==> src/design/dcp_consts.svh <==
// register map, field positions and reset values of the drawing coprocessor
`ifndef DCP_CONSTS_SVH
`define DCP_CONSTS_SVH
// coprocessor space (paddr bit 8 low), byte = index * 4
`define DCP_A_CVA 12'h010
`define DCP_A_LENA 12'h030
`define DCP_A_LENB 12'h034
`define DCP_A_CTRL 12'h044
`define DCP_A_VMCTL 12'h048
`define DCP_A_ERR 12'h080
`define DCP_A_KTERM 12'h084
`define DCP_A_DIR 12'h088
`define DCP_A_PIXOP 12'h08c
`define DCP_A_DIM 12'h090
`define DCP_A_SRC 12'h0a0
// i/o space (paddr bit 8 high)
`define DCP_A_PORTA 12'h100
`define DCP_A_PORTB 12'h104
`define DCP_A_IEN 12'h108
`define DCP_A_ISTS 12'h10c
`define DCP_A_FMT 12'h110
`define DCP_IO_BIT 8
`define DCP_WSTEP 12'h004
`define DCP_NPTR 3
`define DCP_PTR_DST 2
// control register bits
`define DCP_CTL_BUSY 7
`define DCP_CTL_TERM 5
`define DCP_CTL_PAUSED 4
`define DCP_CTL_PAUSE 3
`define DCP_CTL_SR 1
// interrupt status / enable bits
`define DCP_IS_DONE 0
`define DCP_IS_REJ 1
// save state lengths in words (8 words, 32 bytes in all)
`define DCP_LEN_A 3'h4
`define DCP_LEN_B 3'h4
`define DCP_NWORD 4
// reset values
`define DCP_W0 32'h0000_0000
`define DCP_CNT0 3'h0
`define DCP_IS0 2'h0
`define DCP_REM1 32'h0000_0001
`endif

==> src/design/dcp_pkg.sv <==
// types shared by the drawing coprocessor control block
package dcp_pkg;
	typedef enum logic [1:0] {
		ST_IDLE = 2'b00,
		ST_ADDR = 2'b01,
		ST_DATA = 2'b10,
		ST_HALT = 2'b11
	} dcp_state_t;
	// pointer word: y in the high half, x in the low half
	typedef struct packed {
		logic [15:0] y;
		logic [15:0] x;
	} dcp_ptr_t;
	// pixel operation word; pat_sel 0 means fixed foreground
	typedef struct packed {
		logic [23:0] spare;
		logic line;
		logic src_fg;
		logic src_bg;
		logic [1:0] pat_sel;
		logic [2:0] spare_lo;
	} dcp_pixop_t;
endpackage

==> src/design/dcp_op_control.sv <==
// operation control, status and state save/restore of the drawing coprocessor
//
// Local design decisions: the placing of the registers and the APB interface to the registers.
`timescale 1ns/10ps
`include "dcp_consts.svh"

module dcp_op_control (
	// clock and reset
	input wire logic sys_clk_i,
	input wire logic rst_i,
	// apb slave
	input wire logic psel_i,
	input wire logic penable_i,
	input wire logic pwrite_i,
	input wire logic [11:0] paddr_i,
	input wire logic [31:0] pwdata_i,
	input wire logic [3:0] pstrb_i,
	output logic [31:0] prdata_o,
	output logic pready_o,
	output logic pslverr_o,
	// host interrupt
	output logic irq_o
);

	// bus handshake
	logic pready_q, pslverr_q;
	logic [31:0] prdata_q, wd, raw;
	logic acc, wr, rd, hit, noswap;
	// engine
	dcp_pkg::dcp_state_t state_q;
	dcp_pkg::dcp_pixop_t pixop_q;
	logic [31:0] rem_q, dir_q, k_q, err_q, e_inc;
	dcp_pkg::dcp_ptr_t ptr_q [`DCP_NPTR];
	logic [`DCP_NPTR-1:0] adv;
	logic busy, paused, step, done_ev, start;
	// control, config, status
	logic pause_q, sr_q, term_q, fmt_q, irq_q, rej_ev, soft_rst;
	logic [31:0] vmctl_q;
	logic [15:0] dim_q;
	logic [1:0] ien_q, ists_q, ists_clr;
	// save / restore: eight words in all, well under the state limit
	logic [2:0] sa_q, sb_q;
	logic xfer_ok, a_go, b_go, save_done, rest_done;
	logic [31:0] a_word [`DCP_NWORD];
	logic [31:0] b_word [`DCP_NWORD];

	// byte lane reversal between the two register formats
	function automatic logic [31:0] bswap(input logic [31:0] v);
		bswap = {v[7:0], v[15:8], v[23:16], v[31:24]};
	endfunction
	// a transfer takes effect at the edge where pready is seen high
	assign acc = psel_i & penable_i & pready_q;
	assign wr = acc & pwrite_i;
	assign rd = acc & ~pwrite_i;
	// direction and pixel-op words keep their order: it steers the op
	assign noswap = (paddr_i == `DCP_A_PIXOP) | (paddr_i == `DCP_A_DIR);
	assign wd = (fmt_q & ~noswap) ? bswap(pwdata_i) : pwdata_i;
	// engine status seen by software
	assign busy = (state_q != dcp_pkg::ST_IDLE);
	assign paused = (state_q == dcp_pkg::ST_HALT);
	assign step = (state_q == dcp_pkg::ST_DATA);
	assign done_ev = step & (rem_q == `DCP_REM1);
	assign start = wr & (paddr_i == `DCP_A_PIXOP) & pstrb_i[3] & ~busy;
	// a write into coprocessor space while running, control excepted
	assign rej_ev = wr & ~paddr_i[`DCP_IO_BIT] & busy
		& (paddr_i != `DCP_A_CTRL);
	// state words in the order they leave and return through the ports
	assign a_word[0] = ptr_q[0];
	assign a_word[1] = ptr_q[1];
	assign a_word[2] = ptr_q[2];
	assign a_word[3] = err_q;
	assign b_word[0] = rem_q;
	assign b_word[1] = pixop_q;
	assign b_word[2] = dir_q;
	assign b_word[3] = k_q;
	// ports move data only while paused and halted or idle
	assign xfer_ok = pause_q & (paused | ~busy);
	assign a_go = acc & (paddr_i == `DCP_A_PORTA) & xfer_ok
		& (pwrite_i == ~sr_q) & (sa_q < `DCP_LEN_A);
	assign b_go = acc & (paddr_i == `DCP_A_PORTB) & xfer_ok
		& (pwrite_i == ~sr_q) & (sb_q < `DCP_LEN_B);
	assign save_done = sr_q & (sa_q == `DCP_LEN_A)
		& (sb_q == `DCP_LEN_B);
	assign rest_done = ~sr_q & (sa_q == `DCP_LEN_A)
		& (sb_q == `DCP_LEN_B);
	assign soft_rst = term_q | save_done;
	// pointer advance enables per operand
	assign adv[0] = pixop_q.src_fg | pixop_q.src_bg;
	assign adv[1] = (pixop_q.pat_sel != 2'h0);
	assign adv[2] = 1'b1;
	// bresenham step: k1 in the low half, k2 in the high half
	assign e_inc = err_q[31] ? {{16{k_q[15]}}, k_q[15:0]}
		: {{16{k_q[31]}}, k_q[31:16]};
	// status clear mask from a write of ones
	assign ists_clr = (wr & (paddr_i == `DCP_A_ISTS)) ? wd[1:0] : 2'h0;
	// read mux; write-only registers answer zero
	always_comb
	begin
		raw = `DCP_W0;
		hit = 1'b1;
		case (paddr_i)
			`DCP_A_CVA: raw = ptr_q[`DCP_PTR_DST];
			`DCP_A_LENA: raw = {29'h0, `DCP_LEN_A};
			`DCP_A_LENB: raw = {29'h0, `DCP_LEN_B};
			`DCP_A_CTRL:
			begin
				raw[`DCP_CTL_BUSY] = busy;
				raw[`DCP_CTL_TERM] = term_q;
				raw[`DCP_CTL_PAUSED] = paused;
				raw[`DCP_CTL_PAUSE] = pause_q;
				raw[`DCP_CTL_SR] = sr_q;
			end
			`DCP_A_VMCTL: raw = vmctl_q;
			`DCP_A_ERR: raw = err_q;
			`DCP_A_SRC: raw = ptr_q[0];
			`DCP_A_SRC + `DCP_WSTEP: raw = ptr_q[1];
			`DCP_A_SRC + `DCP_WSTEP + `DCP_WSTEP: raw = ptr_q[2];
			`DCP_A_PORTA: raw = (xfer_ok & sr_q & (sa_q < `DCP_LEN_A))
				? a_word[sa_q[1:0]] : `DCP_W0;
			`DCP_A_PORTB: raw = (xfer_ok & sr_q & (sb_q < `DCP_LEN_B))
				? b_word[sb_q[1:0]] : `DCP_W0;
			`DCP_A_IEN: raw = {30'h0, ien_q};
			`DCP_A_ISTS: raw = {30'h0, ists_q};
			`DCP_A_FMT: raw = {31'h0, fmt_q};
			`DCP_A_KTERM, `DCP_A_DIR, `DCP_A_PIXOP, `DCP_A_DIM:
				raw = `DCP_W0;
			default: hit = 1'b0;
		endcase
	end

	// apb answer one cycle into the access phase, data and error with it
	always_ff @(posedge sys_clk_i)
	begin
		if (rst_i)
		begin
			pready_q <= 1'b0;
			pslverr_q <= 1'b0;
			prdata_q <= `DCP_W0;
		end
		else
		begin
			pready_q <= psel_i & penable_i & ~pready_q;
			if (psel_i & penable_i & ~pready_q)
			begin
				pslverr_q <= ~hit;
				prdata_q <= pwrite_i ? `DCP_W0
					: ((fmt_q & ~noswap) ? bswap(raw) : raw);
			end
			else
				pslverr_q <= 1'b0;
		end
	end

	// control register: pause, save/restore select, terminate
	always_ff @(posedge sys_clk_i)
	begin
		if (rst_i | soft_rst)
		begin
			pause_q <= 1'b0;
			sr_q <= 1'b0;
			term_q <= 1'b0;
		end
		else if (wr & (paddr_i == `DCP_A_CTRL))
		begin
			pause_q <= wd[`DCP_CTL_PAUSE];
			sr_q <= wd[`DCP_CTL_SR];
			term_q <= wd[`DCP_CTL_TERM];
		end
	end

	// engine: a step is one address plus one data memory cycle;
	// pausing is checked only between cycles so none is cut short
	always_ff @(posedge sys_clk_i)
	begin
		if (rst_i | soft_rst)
			state_q <= dcp_pkg::ST_IDLE;
		else
		begin
			case (state_q)
				dcp_pkg::ST_IDLE:
				begin
					if (rest_done)
						state_q <= dcp_pkg::ST_HALT;
					else if (start)
						state_q <= dcp_pkg::ST_ADDR;
				end
				dcp_pkg::ST_ADDR:
				begin
					if (pause_q)
						state_q <= dcp_pkg::ST_HALT;
					else
						state_q <= dcp_pkg::ST_DATA;
				end
				dcp_pkg::ST_DATA:
				begin
					if (rem_q == `DCP_REM1)
						state_q <= dcp_pkg::ST_IDLE;
					else
						state_q <= dcp_pkg::ST_ADDR;
				end
				dcp_pkg::ST_HALT:
				begin
					if (~pause_q & (rem_q != `DCP_W0))
						state_q <= dcp_pkg::ST_ADDR;
					else if (~pause_q)
						state_q <= dcp_pkg::ST_IDLE;
				end
				default: state_q <= dcp_pkg::ST_IDLE;
			endcase
		end
	end

	// remaining step count, state part b word 0
	always_ff @(posedge sys_clk_i)
	begin
		if (rst_i | soft_rst)
			rem_q <= `DCP_W0;
		else if (b_go & ~sr_q & (sb_q == 3'h0))
			rem_q <= wd;
		else if (start)
			rem_q <= {15'h0, {1'b0, dim_q} + 17'h1};
		else if (step)
			rem_q <= rem_q - `DCP_REM1;
	end

	// operation words of part b; writes while running are still stored
	always_ff @(posedge sys_clk_i)
	begin
		if (rst_i | soft_rst)
		begin
			pixop_q <= `DCP_W0;
			dir_q <= `DCP_W0;
			k_q <= `DCP_W0;
		end
		else if (b_go & ~sr_q)
		begin
			if (sb_q == 3'h1)
				pixop_q <= wd;
			if (sb_q == 3'h2)
				dir_q <= wd;
			if (sb_q == 3'h3)
				k_q <= wd;
		end
		else if (wr)
		begin
			if (paddr_i == `DCP_A_PIXOP)
				pixop_q <= wd;
			if (paddr_i == `DCP_A_DIR)
				dir_q <= wd;
			if (paddr_i == `DCP_A_KTERM)
				k_q <= wd;
		end
	end

	// line error term, part a word 3
	always_ff @(posedge sys_clk_i)
	begin
		if (rst_i | soft_rst)
			err_q <= `DCP_W0;
		else if (a_go & ~sr_q & (sa_q == 3'h3))
			err_q <= wd;
		else if (wr & (paddr_i == `DCP_A_ERR))
			err_q <= wd;
		else if (step & pixop_q.line)
			err_q <= err_q + e_inc;
	end

	// map pointers: source, pattern, destination
	genvar gi;
	generate
		for (gi = 0; gi < `DCP_NPTR; gi++)
		begin : g_ptr
			always_ff @(posedge sys_clk_i)
			begin
				if (rst_i | soft_rst)
					ptr_q[gi] <= `DCP_W0;
				else if (a_go & ~sr_q & (sa_q == 3'(gi)))
					ptr_q[gi] <= wd;
				else if (wr & (paddr_i == 12'(`DCP_A_SRC + 4 * gi)))
					ptr_q[gi] <= wd;
				else if (step & adv[gi] & dir_q[0])
					ptr_q[gi].y <= ptr_q[gi].y + 16'h1;
				else if (step & adv[gi])
					ptr_q[gi].x <= ptr_q[gi].x + 16'h1;
			end
		end
	endgenerate

	// port word counters; a control write starts a fresh transfer
	always_ff @(posedge sys_clk_i)
	begin
		if (rst_i | soft_rst | rest_done
			| (wr & (paddr_i == `DCP_A_CTRL)))
		begin
			sa_q <= `DCP_CNT0;
			sb_q <= `DCP_CNT0;
		end
		else
		begin
			if (a_go)
				sa_q <= sa_q + 3'h1;
			if (b_go)
				sb_q <= sb_q + 3'h1;
		end
	end

	// plain configuration: format select survives a soft reset
	always_ff @(posedge sys_clk_i)
	begin
		if (rst_i)
			fmt_q <= 1'b0;
		else if (wr & (paddr_i == `DCP_A_FMT))
			fmt_q <= wd[0];
	end

	always_ff @(posedge sys_clk_i)
	begin
		if (rst_i | soft_rst)
		begin
			vmctl_q <= `DCP_W0;
			dim_q <= 16'h0;
		end
		else if (wr)
		begin
			if (paddr_i == `DCP_A_VMCTL)
				vmctl_q <= wd;
			if (paddr_i == `DCP_A_DIM)
				dim_q <= wd[15:0];
		end
	end

	// interrupt enables; terminate masks them all
	always_ff @(posedge sys_clk_i)
	begin
		if (rst_i | soft_rst)
			ien_q <= `DCP_IS0;
		else if (wr & (paddr_i == `DCP_A_IEN))
			ien_q <= wd[1:0];
	end

	// sticky status; a new event wins over a clear in the same cycle
	always_ff @(posedge sys_clk_i)
	begin
		if (rst_i)
			ists_q <= `DCP_IS0;
		else
		begin
			ists_q[`DCP_IS_DONE] <= done_ev
				| (ists_q[`DCP_IS_DONE] & ~ists_clr[`DCP_IS_DONE]);
			ists_q[`DCP_IS_REJ] <= rej_ev
				| (ists_q[`DCP_IS_REJ] & ~ists_clr[`DCP_IS_REJ]);
		end
	end

	// interrupt line follows status and enable one cycle later
	always_ff @(posedge sys_clk_i)
	begin
		if (rst_i)
			irq_q <= 1'b0;
		else
			irq_q <= |(ists_q & ien_q);
	end

	// outputs straight from flip-flops
	assign prdata_o = prdata_q;
	assign pready_o = pready_q;
	assign pslverr_o = pslverr_q;
	assign irq_o = irq_q;

endmodule

==> config.mk <==
export PLATFORM = sky130hd
export DESIGN_NAME = dcp_op_control
export DESIGN_NICKNAME = d
export VERILOG_FILES = /design/src/design/dcp_pkg.sv /design/src/design/dcp_op_control.sv
export VERILOG_INCLUDE_DIRS = /design/src /design/src/design
export SDC_FILE = /design/constraint.sdc
export NUM_CORES = 1
export LEC_CHECK = 0
export BUFFER_PORTS_ARGS = -buffer_cell sky130_fd_sc_hd__buf_2
export CORE_ASPECT_RATIO = 1.1
export CORE_MARGIN = 1
export CORE_UTILIZATION = 32
export DETAILED_ROUTE_END_ITERATION = 10
export GPL_TIMING_DRIVEN = 1
export PLACE_DENSITY_LB_ADDON = 0.15
export SLEW_MARGIN = 20
export SYNTH_ARGS = -nofsm -noshare
export SYNTH_HDL_FRONTEND = slang
export SYNTH_SLANG_ARGS = --single-unit
==> constraint.sdc <==
create_clock -name sys_clk_i -period 4.3 [get_ports sys_clk_i]
set_input_delay 0.215 -clock sys_clk_i [delete_from_list [all_inputs] [get_ports sys_clk_i]]
set_output_delay 0.215 -clock sys_clk_i [all_outputs]
set_load 0.005 [all_outputs]
After elaboration in Yosys (flattened, before gate mapping)
Memories as Yosys holds them, arrays and structs flattened.
Cells that the tools add are included.
{"block": "classes", "n_addsub": 11, "shifts": 0, "mul": 0, "magnitude_cmp": 4, "n_div": 0, "n_mux": 114, "reduce_logical": 23, "bitwise_logic": 86, "n_eq_ne": 37}
{"cell": "$mux 32", "count": 34}
{"cell": "$pmux 24 s7", "count": 1}
{"cell": "$bmux 32 s2", "count": 2}
{"cell": "$add 16x1->16 const B", "count": 6}
{"cell": "$eq 12x8->1 const B", "count": 8}
{"cell": "$mux 16", "count": 6}
{"cell": "$eq 12x9->1 const B", "count": 5}
{"cell": "$mux 1", "count": 59}
{"cell": "$and 1x1->1", "count": 52}
{"cell": "$add 32x32->32", "count": 1}
{"cell": "$eq 32x1->1 const B", "count": 1}
{"cell": "$reduce_bool 32->1", "count": 1}
{"cell": "$sub 32x1->32 const B", "count": 1}
{"cell": "$eq 12x6->1 const B", "count": 2}
{"cell": "$eq 12x7->1 const B", "count": 2}
{"cell": "$pmux 3 s8", "count": 1}
{"cell": "$or 1x1->1", "count": 21}
{"cell": "$pmux 1 s10", "count": 2}
{"cell": "$reduce_or 18->1", "count": 1}
{"cell": "$add 16x1->17 const B", "count": 1}
{"cell": "$pmux 1 s8", "count": 2}
{"cell": "$eq 12x5->1 const B", "count": 1}
{"cell": "$eq 3x2->1 const B", "count": 4}
{"cell": "$ne 12x7->1 const B", "count": 1}
{"cell": "24 further kinds", "count": 60}
{"block": "word_totals", "regBits": 259, "ram_bits": 96, "n_memories": 1, "latch_bits": 0, "elab_cells": 301, "input_bits": 53, "output_inout_bits": 35, "mem_bits_ro": 0}
{"name": "ptr_q", "depth": 3, "word_bits": 32, "read_ports": 3, "rd_clocked_by_memory_dff": 0, "write_ports": 3, "line_no": "dcp_op_control.sv:33", "rtl": "dcp_pkg::dcp_ptr_t ptr_q [`DCP_NPTR];"}

Logic depth before layout (Yosys ltp)
Gate-level depths: netlist (run 1).
{"block": "depth", "depth_word": 15, "depth_mapped": 14, "mapped_depth_nobuf": 12}

Worst setup path after synthesis (run 1)
No wires, ideal clock.
{"block": "synth_timing", "kind": "register to register", "from": "reg err_q[31]", "to": "reg err_q[29]", "path_buffers": 3, "t_arrival_ns": 3.858, "path_stages_with_launch": 15, "setup_ns": 0.058, "slack_ns": 0.384, "path_cell_list": "dfxtp_1 > clkbuf_1 > clkbuf_1 > o21ai_0 > ha_1 > clkbuf_1 > nand2_1 > o21ai_0 > nor2_1 > o21bai_1 > o41a_1 > nand4_1 > o21ai_0 > nor4b_1 > o21a_1"}
{"block": "synth_between", "elab_chain_cells": 5}
{"element": "start: declaration", "line_no": "dcp_op_control.sv:32", "rtl": "logic [31:0] rem_q, dir_q, k_q, err_q, e_inc;"}
{"element": "start signal: assignment", "line_no": "dcp_op_control.sv:259", "rtl": "err_q <= `DCP_W0;"}
{"element": "start signal: assignment", "line_no": "dcp_op_control.sv:261", "rtl": "err_q <= wd;"}
{"element": "start signal: assignment", "line_no": "dcp_op_control.sv:263", "rtl": "err_q <= wd;"}
{"element": "$mux 32", "line_no": "dcp_op_control.sv:92", "rtl": "assign e_inc = err_q[31] ? {{16{k_q[15]}}, k_q[15:0]}"}
{"element": "$add 32x32->32", "line_no": "dcp_op_control.sv:265", "rtl": "err_q <= err_q + e_inc;"}
{"element": "$mux 32", "line_no": "dcp_op_control.sv:264", "rtl": "else if (step & pixop_q.line)"}
{"element": "$mux 32", "line_no": "dcp_op_control.sv:262", "rtl": "else if (wr & (paddr_i == `DCP_A_ERR))"}
{"element": "$mux 32", "line_no": "dcp_op_control.sv:260", "rtl": "else if (a_go & ~sr_q & (sa_q == 3'h3))"}
No other way between the ends. The select of a mux whose other input is x is not followed.
A chain may end at the register's enable or synchronous reset.

Worst setup path after layout (run 1)
{"block": "layout_timing", "from": "reg err_q[31]", "to": "reg err_q[22]"}
The elaborated chain is that of the path after synthesis.

==> run_results.csv, run 1 <==
group,metric,value,unit
yosys,yosys.area_share.simple,0.1713,
place,placed_area,23170,sq um
clocking,clock_path_buffers,3,
worst_setup_path,cp-end-kind,"flip-flop",
detailed_routing,drtIter0Drc,1836,
timing,worst_clock_skew,51.16,ps
global_route,grt_max_degree,147,
timing,setup_viol,0,
detailed_routing,dr_total_vias,19430,
global_route,grt_pass1_wl,124200,microns
timing,fmax,259.9,MHz
worst_setup_path,worstSetupPathType,"flip-flop to flip-flop",
floorplanning,fp.dieW,249.5,microns
cells_and_area,fill_cells,6709,
global_route,use_met3,0.03427,
timing,finalWorstSetupSlack,452.2,ps
place,post-place-ws,457.1,ps
yosys,synth_top_cell_by_area,"dfxtp_1",
yosys,syn_area,21560,sq um
place,port_buffers,84,
yosys,synth_top_area_share,0.2405,
cells_and_area,antenna_cells,0,
timing,final-max-slew-violation-count,0,
floorplanning,rows,99,
timing,slew-limit-headroom,0.2504,
yosys,async_flop_share,0,
yosys,synthCells,2361,
floorplanning,dieArea,68420,sq um
yosys,ys_seq_elements,355,
detailed_routing,wire_per_inst,25.30,microns
detailed_routing,ant_nets,0,
yosys,synth-compound-area-share,0.2201,
yosys,syn_area_per_cell,9.131,sq um
cells_and_area,drive_above_1_share,0.1656,
clocking,ctsRootBufferMaster,"clkbuf_16",
yosys,syn_nets,2469,
global_route,grt_use_met2,0.3975,
global_route,gr-usage-met1,0.3280,
outcome,status,"finished clean",
place,hpwl,61680,microns
power_and_ir_drop,leakagePower,8.780,nW
clocking,cts_tree,"yes",
flow_run,max_cap_violations,0,
floorplanning,start_util,0.3241,
yosys,ys_seq_area_frac,0.3742,
worst_setup_path,cp.arrival,4310,ps
timing,period_share,0.8948,
timing,rsz0062_at_grt,"no",
clocking,clk_pin_slew,60,ps
clocking,htree_levels,2,
cells_and_area,area_growth,14.11,%
clocking,clk_latency,580,ps
yosys,synth_flop_cell,"dfxtp_1",
worst_setup_path,cp_data_required_time,4770,ps
detailed_routing,viasPerCell,5.882,
clocking,clock-sinks,355,
min_path,hold_class,"input port to flip-flop",
power_and_ir_drop,total_power,9.704,mW
yosys,yosys.area_share.adder,0.03227,
yosys,synth.distinct_cells,88,
global_route,track_usage,0.2408,
clocking,cts_buffers,43,
yosys,synth_xor_xnor_area_share,0.05687,
cells_and_area,finalInstanceArea,24600,sq um
timing,period_minus_slack,3848,ps
worst_setup_path,path_max_fanout,10,
floorplanning,die_y,274.2,microns
timing,worst_slew_pin_slew,1120,ps
global_route,first_global_vias,18510,
yosys,synth_edf_count,96,
power_and_ir_drop,p_per_area,394.4,nW/um^2
global_route,grt_overflow,0,
detailed_routing,wirelength,83560,microns
global_route,antenna_found_initial,0,
worst_setup_path,critPathLaunchType,"flip-flop",
detailed_routing,first_pass_iters,8,
yosys,synthTopCellsByArea,"dfxtp_1 24%, edfxtp_1 13%, a211oi_1 7.0%, mux4_2 6.7%, nor2_1 6.2%",
floorplanning,ioPinCount,88,
cells_and_area,nets,2520,
floorplanning,core_area,66520,sq um
yosys,synth_top_family_by_area,"compound AO/OA/AOI/OAI gates",
place,gp_congestion,0.9104,
timing,hold_viol,0,
timing,setup_tns,0,ps
yosys,yosysWarnings,0,
detailed_routing,drc,0,
global_route,gr-max-usage-layer,"met2",
yosys,muxShareOfSynthArea,0.1054,
power_and_ir_drop,peakVddDrop,295.9,uV
[registers in the layout, summed over array words and instances, names as in the netlist, 2 cells and up]
register,count
prdata_o,32
dir_q,32
vmctl_q,32
b_word,32
err_q,32
dim_q,16
state_q,2
k_q,32
ptr_q,96
sb_q,3
ien_q,2
sa_q,3
rem_q,32
ists_q,2
[through the flow]
stage / instances / hold WS (ps) / utilization
global placement: 3223 / 428.0 / 0.3482
CTS: 3303 / 88.63 / 0.3699
global route: 3303 / 183.2 / 0.3699
floorplan: 2361 / 284.1 / -
detailed placement: 3223 / 431.5 / 0.3484
finish: 3303 / 120.4 / 0.3699
[logic make-up (layout without fill, tap and decap cells)]
logic type,count (synthesis),after routing
XOR/XNOR,140,140
AND/OR/NAND/NOR,798,798
multiplexers,143,143
AO/OA/AOI/OAI,669,669
buffers and inverters,201,285
flip-flops,355,355
adder cells (fa/ha/maj),55,55
[Yosys cell counts (64+ instances only)]
library cell and count:
xor2_1 64, o21ai_0 95, dfxtp_1 259, nand3_1 79, xnor2_1 76, a21oi_1 92
edfxtp_1 96, nand2_1 169, nor2_1 354, a211oi_1 200, clkbuf_1 105, mux4_2 64
[timing repair]
| action | 4_1_cts | 5_1_grt |
|---|---|---|
| resized for setup | 0 | 0 |
| buffers inserted | 0 | 0 |
| setup endpoints to repair | 0 | 0 |
| hold buffers | 2 | 0 |
| hold endpoints to repair | 4 | 0 |
[worst paths after layout]
path / start / end / slack, ps / cells past startpoint
hold reg to reg: prdata_o[2] / prdata_o[2] / 440 / 2
hold / removal: paddr_i[4] / pslverr_o / 120 / 3
setup reg to reg: err_q[31] / err_q[22] / 450 / 12
setup / recovery: err_q[31] / err_q[22] / 450 / 12
[routing by layer]
metal	vias up	wire (microns)
met5	-	0
met4	0	1957
met3	96	5284
met2	695	38760
met1	9585	37560
li1	9051	-
[final cells by class]
| type | instances | area, sq um | share of cell area |
|---|---|---|---|
| repair buffers | 179 | 1214 | 0.04933 |
| multi-input cells | 1805 | 12730 | 0.5175 |
| flip-flops and latches | 355 | 8071 | 0.3281 |
| clock buffers | 61 | 1214 | 0.04933 |
| well taps | 858 | 1074 | 0.04364 |
| inverters | 28 | 105.1 | 0.004272 |
| clock inverters | 17 | 193.9 | 0.007883 |
[worst max-delay path, stage by stage (launching register included)]
cell      delay (ps)
dfxtp_1          580
mux2_2           400
ha_1             370
a211o_1          170
a21oi_1           90
o21ai_1          270
a311oi_1         140
buf_4            170
or4b_2           670
a21oi_2          350
xnor2_1          160
a21oi_1          100
a31o_1           270
[placed cells by master (no fill, tap or decap), types with 28 or more instances in the layout]
cell type	instances
nand2_1	169
edfxtp_1	96
a21oi_1	92
dfxtp_1	256
a22oi_1	38
nor3_1	29
buf_2	84
mux4_2	64
clkbuf_16	43
o21ai_0	90
and3_1	34
xnor2_1	76
mux2_2	33
nand3_1	79
nand4_1	34
a211oi_1	200
inv_1	28
a222oi_1	29
xor2_1	64
mux2i_1	44
buf_4	87
o22ai_1	54
ha_1	54
nor2_1	351
[power breakdown]
group,internal [mW],switching (mW)
registers,3.59,0.237
clock network,2.21,1.51
logic,0.827,1.34
total,6.62,3.09
(Power assumes the default switching activity.)
==> run 2: changes to the inputs <==
--- a/config.mk
+++ b/config.mk
@@ -10,6 +10,7 @@
 export CORE_ASPECT_RATIO = 1.1
 export CORE_MARGIN = 1
 export CORE_UTILIZATION = 32
+export CTS_BUF_LIST = sky130_fd_sc_hd__clkbuf_8
 export DETAILED_ROUTE_END_ITERATION = 10
 export GPL_TIMING_DRIVEN = 1
 export PLACE_DENSITY_LB_ADDON = 0.15
==> run 2 against run 1 <==
Compared with the run above:
- core utilization fell by 0.12 points
- routed wire length rose by 0.48%
- hold slack got worse by 42 ps
- cell count rose by 1.4%
- worst setup slack improved by 13 ps
- flip-flop and latch count did not move
- non-clock buffer count rose by 1
- fmax rose by 0.35%
- clock power fell by 11%
- first-iteration DRC count rose by 3.2%
- die area did not move
==> run_results.csv, run 2 (synthesis gave the netlist of run 1 again) <==
group,metric,value,unit
timing,period_share,0.8917,
place,placed_area,23170,sq um
timing,worst_slew_pin_slew,1126,ps
power_and_ir_drop,leakagePower,8.847,nW
power_and_ir_drop,total_power,9.305,mW
timing,slew-limit-headroom,0.2468,
detailed_routing,ant_nets,0,
clocking,ctsResizeCount,0,
clocking,ctsRootBufferMaster,"clkbuf_8",
clocking,clk_pin_slew,60,ps
worst_setup_path,path_max_fanout,10,
timing,finalWorstSetupSlack,465.6,ps
cells_and_area,drive_above_1_share,0.1744,
power_and_ir_drop,p_per_area,379.4,nW/um^2
clocking,clock_path_buffers,3,
detailed_routing,wirelength,83960,microns
floorplanning,fp.dieW,249.5,microns
cells_and_area,seqCellArea,8071,sq um
timing,period_minus_slack,3834,ps
global_route,grt_overflow,0,
worst_setup_path,worstSetupPathType,"flip-flop to flip-flop",
worst_setup_path,crit_path_frequent_cell,"a21oi_1",
floorplanning,rows,99,
global_route,grt_pass1_wl,124800,microns
timing,setup_tns,0,ps
cells_and_area,nets,2545,
timing,hold_slack,77.97,ps
detailed_routing,viasPerCell,5.841,
min_path,hold_class,"input port to flip-flop",
detailed_routing,dr_total_vias,19560,
cells_and_area,area_growth,13.75,%
floorplanning,die_y,274.2,microns
worst_setup_path,critPathLaunchType,"flip-flop",
timing,setup_viol,0,
place,placed_cells,3223,
global_route,grt_use_met2,0.3975,
flow_run,max_cap_violations,0,
timing,worst_clock_skew,41.22,ps
cells_and_area,final_cell_mix,"351 x nor2_1, 256 x dfxtp_1, 200 x a211oi_1, 169 x nand2_1, 96 x edfxtp_1",
detailed_routing,drtIter0Drc,1895,
timing,hold_viol,0,
global_route,track_usage,0.2425,
timing,rsz0062_at_grt,"no",
global_route,first_global_vias,18780,
clocking,cts_tree,"yes",
timing,final-max-slew-violation-count,0,
worst_setup_path,cpMaxStageDelayCell,"or4b_2",
outcome,status,"finished clean",
cells_and_area,final_core_util,0.3687,
clocking,clock-sinks,355,
worst_setup_path,crit_family,"compound AO/OA/AOI/OAI gates",
cells_and_area,largest_reg_flops,96,
place,port_buffers,84,
detailed_routing,first_pass_iters,9,
global_route,use_met3,0.03693,
place,post-place-ws,457.1,ps
floorplanning,start_util,0.3241,
worst_setup_path,cp.arrival,4390,ps
cells_and_area,multi_input_area,12730,sq um
detailed_routing,wire_per_inst,25.08,microns
place,gp_congestion,0.9104,
detailed_routing,drc,0,
floorplanning,dieArea,68420,sq um
floorplanning,core_area,66520,sq um
timing,fmax,260.8,MHz
worst_setup_path,path_buf_inv,1,
power_and_ir_drop,peakVddDrop,189.1,uV
global_route,antenna_found_initial,2,
worst_setup_path,cp-end-kind,"flip-flop",
clocking,clk_latency,660,ps
cells_and_area,instances_no_fill,3348,
cells_and_area,layout_commonest_cell,"nor2_1",
clocking,cts_buffers,67,
worst_setup_path,crit_path_max_incr_delay,670,ps
worst_setup_path,cp_data_required_time,4850,ps
cells_and_area,fill_cells,6750,
place,hpwl,61680,microns
cells_and_area,largest_register,"ptr_q",
cells_and_area,finalInstanceArea,24520,sq um
global_route,gr-usage-met1,0.3257,
global_route,gr-max-usage-layer,"met2",
global_route,grt_max_degree,147,
floorplanning,ioPinCount,88,
clocking,htree_levels,3,
worst_setup_path,crit_chain,"mux2_2 -> ha_1 -> a211o_1 -> a21oi_1 -> o21ai_1 -> a311oi_1 -> buf_4 -> or4b_2 -> a21oi_2 -> xnor2_1 -> a21oi_1 -> a31o_1",
[run 2: changes by cell type in the layout (fill, tap and decap cells not counted), moves of 3 or more]
| cell | change |
|---|---|
| clkbuf_8 | +76 |
| clkbuf_16 | -43 |
| clkinv_1 | +3 |
| bufinv_16 | -4 |
| clkbuf_1 | -11 |
| inv_1 | +22 |
[run 2: worst register-to-register path, delay by kind of cell, from the launching register on]
| family | cells | cell delay, ps |
|---|---|---|
| adders and majority gates | 1 | 380 |
| DFF | 1 | 580 |
| buffers and inverters | 1 | 170 |
| xor gates and xnor gates | 1 | 160 |
| and+or+nand+nor | 1 | 670 |
| AOI/OAI and AO/OA | 7 | 1380 |
| muxes | 1 | 400 |
[run 2: final timing paths]
path / from / endpoint / slack, ps / cells after the start
setup / recovery: err_q[31] / err_q[22] / 470 / 12
hold / removal: paddr_i[5] / pslverr_o / 80 / 4
setup reg to reg: err_q[31] / err_q[22] / 470 / 12
hold reg to reg: prdata_o[2] / prdata_o[2] / 440 / 2
[run 2: layout make-up]
type / instances / share of cell area
diodes: 1 / 0.0001020
clock buffers: 83 / 0.04658
clock inverters: 38 / 0.007142
inverters: 28 / 0.004285
multi-input cells: 1805 / 0.5191
flip-flops and latches: 355 / 0.3291
well taps: 858 / 0.04377
repair buffers: 180 / 0.04990
[run 2: timing repair]
action / 4_1_cts / 5_1_grt
hold endpoints to repair: 5 / 0
hold buffers: 3 / 0
setup buffers: 0 / 0
[run 2: routing by layer]
layer / share of wire / vias to the layer above
li1: - / 9110
met1: 0.45 / 9621
met2: 0.46 / 714
met3: 0.065 / 112
met4: 0.025 / 0
met5: 0 / -
[run 2: power breakdown]
| part | switching, mW | internal (mW) |
|---|---|---|
| Sequential | 0.237 | 3.59 |
| Clock | 1.56 | 1.75 |
| Combinational | 1.34 | 0.827 |
==> run 3: changes to the inputs <==
--- a/config.mk
+++ b/config.mk
@@ -9,7 +9,7 @@
 export BUFFER_PORTS_ARGS = -buffer_cell sky130_fd_sc_hd__buf_2
 export CORE_ASPECT_RATIO = 1.1
 export CORE_MARGIN = 1
-export CORE_UTILIZATION = 32
+export CORE_UTILIZATION = 65
 export CTS_BUF_LIST = sky130_fd_sc_hd__clkbuf_8
 export DETAILED_ROUTE_END_ITERATION = 10
 export GPL_TIMING_DRIVEN = 1
==> run 3 against run 2 <==
Compared with the run above:
- global-route usage grew 19 points
- clock power shrank 9.7%
- via count increased by 4.7%
- fmax down 2.5%
- register-to-register slack worse by 100 ps
- first-iteration DRC count increased by 39%
- combinational power about the same
- cell count fell by 14%
- total power shrank 3.9%
- sequential share of layout area increased by 1.2 points
- critical path depth unchanged
- die area is 50% lower
- largest power group unchanged
==> run_results.csv, run 3 (synthesis gave the netlist of run 1 again) <==
group,metric,value,unit
clocking,clk_latency,660,ps
cells_and_area,layout_commonest_cell,"nor2_1",
cells_and_area,largest_reg_flops,96,
power_and_ir_drop,power_switching_share,0.3339,
floorplanning,rows,69,
worst_setup_path,crit_chain,"mux2_2 -> ha_1 -> a211o_1 -> a21oi_1 -> o21ai_1 -> a311oi_1 -> buf_4 -> or4b_2 -> a21oi_2 -> xnor2_1 -> a21oi_1 -> a31o_1",
detailed_routing,dr_total_vias,20480,
timing,fmax,254.2,MHz
timing,finalWorstSetupSlack,365.6,ps
power_and_ir_drop,p_per_area,377.3,nW/um^2
cells_and_area,nets,2532,
clocking,clk_pin_slew,70,ps
place,gp_congestion,0.9736,
detailed_routing,drtIter0Drc,2640,
place,placed_cells,2788,
detailed_routing,wire_per_inst,25.62,microns
floorplanning,start_util,0.6642,
worst_setup_path,crit_family,"compound AO/OA/AOI/OAI gates",
worst_setup_path,path_buf_inv,1,
global_route,antenna_found_initial,1,
floorplanning,fp.dieW,175.6,microns
worst_setup_path,path_max_fanout,12,
clocking,cts_buffers,58,
worst_setup_path,cp_data_required_time,4820,ps
cells_and_area,final_cell_mix,"352 x nor2_1, 256 x dfxtp_1, 200 x a211oi_1, 169 x nand2_1, 96 x edfxtp_1",
detailed_routing,ant_nets,0,
timing,worst_slew_pin_slew,992.7,ps
timing,period_minus_slack,3934,ps
min_path,min_from,"paddr_i[4]",
place,post-place-ws,411.3,ps
floorplanning,die_y,193.0,microns
worst_setup_path,crit_path_frequent_cell,"a21oi_1",
place,placed_area,22530,sq um
clocking,postCtsSetupBuffers,0,
power_and_ir_drop,seqPwrFrac,0.427,
worst_setup_path,rrSetupSlack,370,ps
power_and_ir_drop,internal_power,5.955,mW
global_route,grt_pass1_wl,110500,microns
detailed_routing,viasPerCell,7.075,
power_and_ir_drop,peakVddDrop,442.2,uV
clocking,clock_path_buffers,3,
detailed_routing,first_pass_iters,10,
clocking,htree_levels,2,
worst_setup_path,reg2reg_from,"err_q[31]",
cells_and_area,area_growth,9.912,%
detailed_routing,drc,0,
floorplanning,ioPinCount,88,
worst_setup_path,cp-end-kind,"flip-flop",
cells_and_area,drive_above_1_share,0.1665,
timing,hold_viol,0,
timing,setup_viol,0,
cells_and_area,finalInstanceArea,23700,sq um
worst_setup_path,crit_path_max_incr_delay,670,ps
worst_setup_path,critPathLaunchType,"flip-flop",
timing,rsz0062_at_grt,"no",
power_and_ir_drop,combPwrFrac,0.239,
place,port_buffers,84,
worst_setup_path,cp.arrival,4460,ps
cells_and_area,largest_register,"ptr_q",
worst_setup_path,startpoint,"err_q[31]",
outcome,status,"finished clean",
power_and_ir_drop,leakagePower,8.737,nW
clocking,clock-sinks,355,
floorplanning,dieArea,33900,sq um
timing,final-max-slew-violation-count,0,
worst_setup_path,cpMaxStageDelayCell,"dfxtp_1",
global_route,track_usage,0.4297,
cells_and_area,instances_no_fill,2894,
flow_run,max_cap_violations,0,
power_and_ir_drop,clkPwrFrac,0.334,
global_route,grt_max_degree,117,
global_route,first_global_vias,18750,
power_and_ir_drop,switching_power,2.985,mW
min_path,hold_class,"input port to flip-flop",
global_route,grt_overflow,0,
clocking,cts_tree,"yes",
timing,setup_tns,0,ps
cells_and_area,antenna_cells,0,
floorplanning,core_area,32460,sq um
worst_setup_path,worstSetupPathType,"flip-flop to flip-flop",
detailed_routing,wirelength,74150,microns
cells_and_area,final_core_util,0.7300,
timing,worst_clock_skew,29.79,ps
timing,slew-limit-headroom,0.3193,
timing,period_share,0.9150,
clocking,ctsRootBufferMaster,"clkbuf_8",
place,hpwl,53390,microns
run 3: changes by cell type in the layout (fill, tap and decap cells not counted), moves of 2 or more:
cell / before / now
clkbuf_8: 83 / 64
buf_12: 6 / 2
bufinv_16: 0 / 3
clkinvlp_4: 3 / 0
clkinv_2: 7 / 9
mux2i_1: 44 / 46
mux2i_2: 2 / 0
run 3: what timing repair did:
| action | CTS | global route |
|---|---|---|
| gates resized for setup | 0 | 1 |
| setup endpoints to repair | 0 | 1 |
| hold endpoints to repair | 4 | 0 |
| hold buffers | 2 | 0 |
run 3: final timing paths:
kind	to	cells after the start
setup / recovery	err_q[22]	12
hold / removal	pslverr_o	3
setup reg to reg	err_q[22]	12
hold reg to reg	prdata_o[9]	2
run 3: metal layers:
layer	part of all wire	global-route usage	vias to the layer above	routed length [microns]
met5	0	0	-	0
met4	0.048	0.1980	0	3537
met3	0.13	0.1090	258	9923
met2	0.44	0.6648	1445	32310
met1	0.38	0.5673	9700	28370
li1	-	-	9072	-
run 3: area by class of cell:
class	count	area [sq um]
clock buffer	64	880.8
clock inverter	40	255.2
fill	2480	8765
inverter	28	105.1
multi-input combinational	1805	12710
sequential	355	8071
tap	426	533.0
timing repair buffer	176	1141
run 3: worst min-delay path, cell delays in order:
cell	delay [ps]
buf_2	160
o21ai_0	160
a2111oi_0	90
run 3: stage by stage:
step           power [mW]  hold WS (ps)
2_1_floorplan       5.296         284.1
3_3_place_gp        5.884         424.0
3_5_place_dp        5.939         426.6
4_1_cts             8.838         27.20
5_1_grt             9.226         83.46
6_report            8.940         28.18
run 3: power groups by stage:
stage | clock [mW] | sequential [mW] | combinational (mW)
3_5_place_dp | 0 | 3.88 | 2.06
2_1_floorplan | 0 | 3.79 | 1.51
6_report | 2.99 | 3.82 | 2.14
4_1_cts | 2.96 | 3.80 | 2.08
3_3_place_gp | 0 | 3.87 | 2.02
5_1_grt | 3.10 | 3.83 | 2.29
